File: config.mk
export PLATFORM = sky130hd
export DESIGN_NAME = iskip_core
export DESIGN_NICKNAME = d
export VERILOG_FILES = /design/src/design/iskip_pkg.sv /design/src/design/iskip_core.sv
export SDC_FILE = /design/constraint.sdc
export NUM_CORES = 1
export LEC_CHECK = 0
export ABC_AREA = 1
export BUFFER_PORTS_ARGS = -buffer_cell sky130_fd_sc_hd__buf_2
export CAP_MARGIN = 20
export CELL_PAD_IN_SITES_DETAIL_PLACEMENT = 1
export CELL_PAD_IN_SITES_GLOBAL_PLACEMENT = 2
export CORE_MARGIN = 1.5
export CORE_UTILIZATION = 28
export CTS_BUF_LIST = sky130_fd_sc_hd__clkbuf_4
export CTS_CLUSTER_SIZE = 25
export DETAILED_ROUTE_END_ITERATION = 8
export PLACE_DENSITY = 0.86
export SLEW_MARGIN = 40
export SYNTH_ARGS = -nofsm -noshare
export SYNTH_HDL_FRONTEND = slang
export SYNTH_SLANG_ARGS = --single-unit
File: constraint.sdc
create_clock -name clk -period 1.4 [get_ports clk]
set_clock_uncertainty 0.1 [all_clocks]
set_input_delay 0.07 -clock clk [delete_from_list [all_inputs] [get_ports clk]]
set_output_delay 0.07 -clock clk [all_outputs]
set_load 0.01 [all_outputs]
File: src/design/iskip_pkg.sv
// package: opcodes, widths and cycle constants for the increment-skip decoder
package iskip_pkg;
  localparam int DATA_W = 8;
  localparam int BITSEL_W = 3;
  localparam logic [DATA_W-1:0] ACC_RESET = 8'h00;
  localparam logic [DATA_W-1:0] ONE = 8'h01;
  localparam logic [DATA_W-1:0] ZERO = 8'h00;
  localparam int SKIP_CYCLES = 2;
  typedef enum logic [1:0] {
    ISKIP_NOP,
    ISKIP_INC_MEM,
    ISKIP_INC_ACC,
    ISKIP_BIT_SET
  } iskip_op_t;
endpackage

File: src/design/iskip_core.sv
// increment-skip and bit-test-skip execution unit
// Behaviour
// - inc_mem_skip_zero writes byte plus one back, skips when the sum is zero
// - a taken skip inserts one dummy cycle, two cycles in total
// - nonzero increment result lets the next instruction run normally
// - inc_to_acc_skip_zero loads byte plus one into accumulator, skips on zero
// - inc_to_acc_skip_zero never writes data memory
// - accumulator variant routes the result to the accumulator only
// - bit_set_skip skips when the selected bit is one, taking two cycles
`timescale 1ns/100ps
module iskip_core
  import iskip_pkg::*;
(
  input wire logic clk,
  input wire logic rst_n,
  input wire logic issueValid,
  input wire iskip_pkg::iskip_op_t issueOp,
  input wire logic [iskip_pkg::BITSEL_W-1:0] bitSel,
  input wire logic [iskip_pkg::DATA_W-1:0] memRdata,
  output logic issueReady,
  output logic memWe,
  output logic [iskip_pkg::DATA_W-1:0] memWdata,
  output logic [iskip_pkg::DATA_W-1:0] accumulator_reg,
  output logic skipTaken,
  output logic dummyCycle,
  output logic flagWe
);
  typedef enum logic {ISKIP_EXEC, ISKIP_DUMMY} iskip_state_t;

  iskip_state_t state_reg, state_next;
  logic [DATA_W-1:0] acc_next;
  logic [DATA_W-1:0] wdata_reg, wdata_next;
  logic we_reg, we_next;
  logic [DATA_W-1:0] sum;
  logic skipNow;
  logic accepted;

  assign sum = DATA_W'(memRdata + ONE);
  // dummy cycle stalls issue so the skipped slot is not executed
  assign issueReady = (state_reg == ISKIP_EXEC);
  assign accepted = issueValid && issueReady;
  assign dummyCycle = (state_reg == ISKIP_DUMMY);
  // flags are never touched by this unit
  assign flagWe = 1'b0;
  assign memWe = we_reg;
  assign memWdata = wdata_reg;

  always_comb begin
    skipNow = 1'b0;
    acc_next = accumulator_reg;
    we_next = 1'b0;
    wdata_next = wdata_reg;
    if (accepted) begin
      case (issueOp)
        ISKIP_INC_MEM: begin
          we_next = 1'b1;
          wdata_next = sum;
          skipNow = (sum == ZERO);
        end
        ISKIP_INC_ACC: begin
          acc_next = sum;
          skipNow = (sum == ZERO);
        end
        ISKIP_BIT_SET: begin
          skipNow = memRdata[bitSel];
        end
        default: begin
          skipNow = 1'b0;
        end
      endcase
    end
  end

  always_comb begin
    case (state_reg)
      ISKIP_EXEC: state_next = skipNow ? ISKIP_DUMMY : ISKIP_EXEC;
      ISKIP_DUMMY: state_next = ISKIP_EXEC;
      default: state_next = ISKIP_EXEC;
    endcase
  end

  assign skipTaken = skipNow;

  always_ff @(posedge clk or negedge rst_n) begin
    if (!rst_n) begin
      state_reg <= ISKIP_EXEC;
      accumulator_reg <= ACC_RESET;
      we_reg <= 1'b0;
      wdata_reg <= ZERO;
    end else begin
      state_reg <= state_next;
      accumulator_reg <= acc_next;
      we_reg <= we_next;
      wdata_reg <= wdata_next;
    end
  end
endmodule

* Yosys cells after proc, flatten, opt, wreduce, memory -nomap -nowiden
Cells that the tools add are included.
Widths: inputs -> output; s select.
** Word-level totals
- Register bits :: 18
- Input port bits :: 16
- Output and inout bits :: 21
- Logic and storage cells :: 23
** Cells by class
- Add/subtract/negate cells :: 1
- Magnitude comparators :: 1
- Eq/ne operators :: 3
- Muxes and demuxes :: 8
- Bitwise gates (word level) :: 1
- Reductions and logical operators :: 5
** Operators by type and width (count)
- $add 8x1->8 const B :: 1
- $logic_not 8->1 :: 1
- $mux 1 :: 5
- $eq 2x2->1 const B :: 2
- $lt 3x4->1 const B :: 1
- $pmux 1 s2 :: 2
- $reduce_and 2->1 :: 2
- $bmux 1 s3 :: 1
- $eq 2x1->1 const B :: 1
- $reduce_or 2->1 :: 1
- $logic_and 1x1->1 :: 1
- $not 1->1 :: 1

* Depth between registers and ports, before layout
- Depth after elaboration :: 6
- Depth in mapped cells :: 9
- Mapped depth without buffers :: 9

* Worst setup path after synthesis
No wires, ideal clock.
- Path kind :: reg-to-reg
- From :: register state_reg, in the netlist dummyCycle
- To :: register accumulator_reg[3] (netlist name)
- Library setup time :: 0.129 ns
- Data arrival time :: 0.993 ns
- Required time :: 1.171 ns
- Setup slack :: 0.178 ns
- Cell stages (with the launch flop) :: 6
- Buffers on the path :: 1
- Clock period less this slack :: 1.222 ns
- Cell sequence :: dfrtp_1 -> inv_1 -> nand3_1 -> buf_2 -> nand2_1 -> o21ai_0
** Between the ends
- Cells in the longest elaborated chain, start to end :: 3
** Ends and longest elaborated chain
- start: declaration :: RTL line iskip_core.sv:30 : iskip_state_t state_reg, state_next;
- start signal: assignment :: RTL line iskip_core.sv:91 : state_reg <= state_next;
- $not 1->1 :: RTL line iskip_core.sv:40 : assign issueReady = (state_reg == ISKIP_EXEC);
- via issueReady :: RTL line iskip_core.sv:20 : output logic issueReady,
- $logic_and 1x1->1 :: RTL line iskip_core.sv:41 : assign accepted = issueValid && issueReady;
- $reduce_and 2->1 (no source line)
- end signal: assignment :: RTL line iskip_core.sv:92 : accumulator_reg <= acc_next;
- end: declaration :: RTL line iskip_core.sv:23 : output logic [iskip_pkg::DATA_W-1:0] accumulator_reg,
The timed path passes the listed nets, and every way through them passes these cells.
A chain may end at the register's enable or synchronous reset.

* Final worst setup path
- From :: register state_reg, in the netlist dummyCycle
- To :: output skipTaken
** Between the ends
- Cells in the longest elaborated chain, start to end :: 3
** Ends and longest elaborated chain
- $not 1->1 :: RTL line iskip_core.sv:40
- $logic_and 1x1->1 :: RTL line iskip_core.sv:41
- $mux 1 :: RTL line iskip_core.sv:53 : if (accepted) begin
- end: declaration :: RTL line iskip_core.sv:24 : output logic skipTaken,
No other way between the ends.

==> out/metrics.cfg <==
[sta]
setup_viol = 0
max_freq_ghz = 0.7705
slew_viol_final = 0
finalCriticalPeriod_ps = 1298
final-hold-violation-count = 0
hold_slack_ps = 50.69
worst_slack_ps = 102.1
tns_ps = 0
layout_worst_path_cycle_share_pct = 92.71

[yosys]
yosys_warnings = 0
netlist_instances = 137
synth.top_cell.area_share_pct = 42.55
yosysUniqueCellTypes = 21
yosys-top-cells-area = dfrtp_1 43%, nand2_1 15%, ha_1 7.1%
yosysTopAreaCell = dfrtp_1
syn_area_per_cell_um2 = 7.726
synth_nets = 159
yosysSeqAreaShare_pct = 42.55
syn_area_mm2 = 0.001059
ys_ff_latch = 18

[grt]
antenna_found_initial = 0
grt_max_degree = 19
grt.overflow.total = 0
first_global_vias = 1001
grtUsageTotal_pct = 13.07
grt_pass1_wl_mm = 4.278

[clock_network]
clock_latency_ps = 290
cts_buffers = 3
htreeDepth = 1
cts_tree = yes
cts.path.max_buffers = 2
clock_sinks = 18
clockRootBuffer = clkbuf_4
clkTransAtPathRegs_ps = 110

[final_layout]
multi_input_area_um2 = 543.0
mostFrequentLayoutCells = 38 x nand2_1, 31 x buf_2, 18 x dfrtp_1
areaGrowthSynthToFinish_pct = 35.70
drive_gt1_share_pct = 38.89
nNetsFinal = 203
layout_commonest_cell = nand2_1
fillers = 486
design_area_mm2 = 0.001436
regArea_um2 = 450.4
antenna_cells = 0

[critical_path]
worstSetupPathType = reg2out
crit_required_ps = 1230
arrival_ps = 1130
critPathLaunch = dummyCycle$_DFF_PN0_
rr_startpoint = dummyCycle$_DFF_PN0_
cp-start-kind = flip-flop
worstSetupEndpointType = primary output
crit_path_max_fanout = 4

[floorplan]
num_rows = 22
core_mm2 = 0.003633
die_y_um = 64.49
start_util_pct = 29.13
die_area_mm2 = 0.004158
ioPinCount = 37
die_x_um = 64.49

[pwr]
p_total_w = 0.001311
peakVddDrop_uv = 297.8
power.leakage_nw = 0.7858
powerDensity_mw_per_mm2 = 913.0

[placed_design]
port-buffer-count = 35
gp_congestion = 0.8197
dpl-instance-area_mm2 = 0.001303
dpl_worst_slack_ps = 14.86
hpwlAfterDp_mm = 2.189

[drt]
drt-pass1-iter-count = 2
drt_wl_total_mm = 2.690
drt-wirelength-per-cell_um = 11.80
drtIter0Drc = 27
vias_per_cell = 4.338
ant_nets = 0
drc = 0
vias = 989

[min_path]
min_from = memRdata[7]
holdCritPathClass = in2reg

[status]
status = completed

[flow_run]
maxCapViolCount = 0

==> worst paths after layout <==
kind	to	slack (ps)	cells past startpoint
max	skipTaken	100	4
min	memWdata[7]$_DFFE_PN0P_	50	5
max reg2reg	accumulator_reg[1]$_DFFE_PN0P_	270	4
min reg2reg	memWdata[2]$_DFFE_PN0P_	380	2
max in group asynchronous	accumulator_reg[3]$_DFFE_PN0P_	790	2
min in group asynchronous	accumulator_reg[4]$_DFFE_PN0P_	130	2
==> stage by stage <==
stage / instances / util, %
5_1_grt: 228 / 39.53
3_5_place_dp: 221 / 35.85
6_report: 228 / 39.53
3_3_place_gp: 221 / 35.85
4_1_cts: 227 / 37.12
2_1_floorplan: 137 / -
==> synthesized netlist by cell type <==
cell type	count
o21ai_0	10
buf_6	1
nor2_2	2
dfrtp_1	18
inv_1	19
inv_2	3
o21ai_1	4
nand3_1	11
nor2_1	2
o211ai_1	3
buf_2	2
nand4_1	1
nand3_4	1
buf_4	1
ha_1	6
nand2_1	41
conb_1	1
nor2_4	1
nand3b_1	1
a21oi_1	2
nand2_2	7
==> final cells by class <==
class	count	area share (%)
Clock buffer	3	1.568
Sequential cell	18	31.36
Clock inverter	1	0.2613
Multi-Input combinational cell	93	37.80
Timing Repair Buffer	43	18.73
Tap cell	48	4.181
Inverter	22	6.098
==> kinds of logic after synthesis <==
logic type               after synthesis  share of synthesized area (%)
AO/OA/AOI/OAI                         19                          9.693
adder cells (fa/ha/maj)                6                          7.092
buffers and inverters                 26                          10.52
flip-flops                            18                          42.55
other                                  1                         0.3543
AND/OR/NAND/NOR                       67                          29.79
==> timing repair <==
action,4_1_cts,5_1_grt
buffers inserted,0,1
endpoints found under the hold margin,19,0
hold buffers,2,0
gates resized for setup,0,24
endpoints found under the setup margin,0,1
==> power breakdown <==
group / total, W / switching (W) / internal [W]
clock: 0.000268 / 0.000165 / 0.000103
combinational: 0.000395 / 0.000225 / 0.000169
sequential: 0.000648 / 0.0000439 / 0.000604
total: 0.00131 / 0.000434 / 0.000877
==> critical path, stage by stage (launching register included) <==
cell	delay (ps)
dfrtp_1	410
inv_2	80
nand3b_1	100
a21oi_2	110
buf_2	140
==> per-layer routing <==
layer  GRT usage, %  part of all wire [%]
met1          16.36                    47
met2          23.44                    49
met3         0.5208                   2.9
met4          5.585                   1.2
met5              0                     0
(Power assumes the default switching activity.)
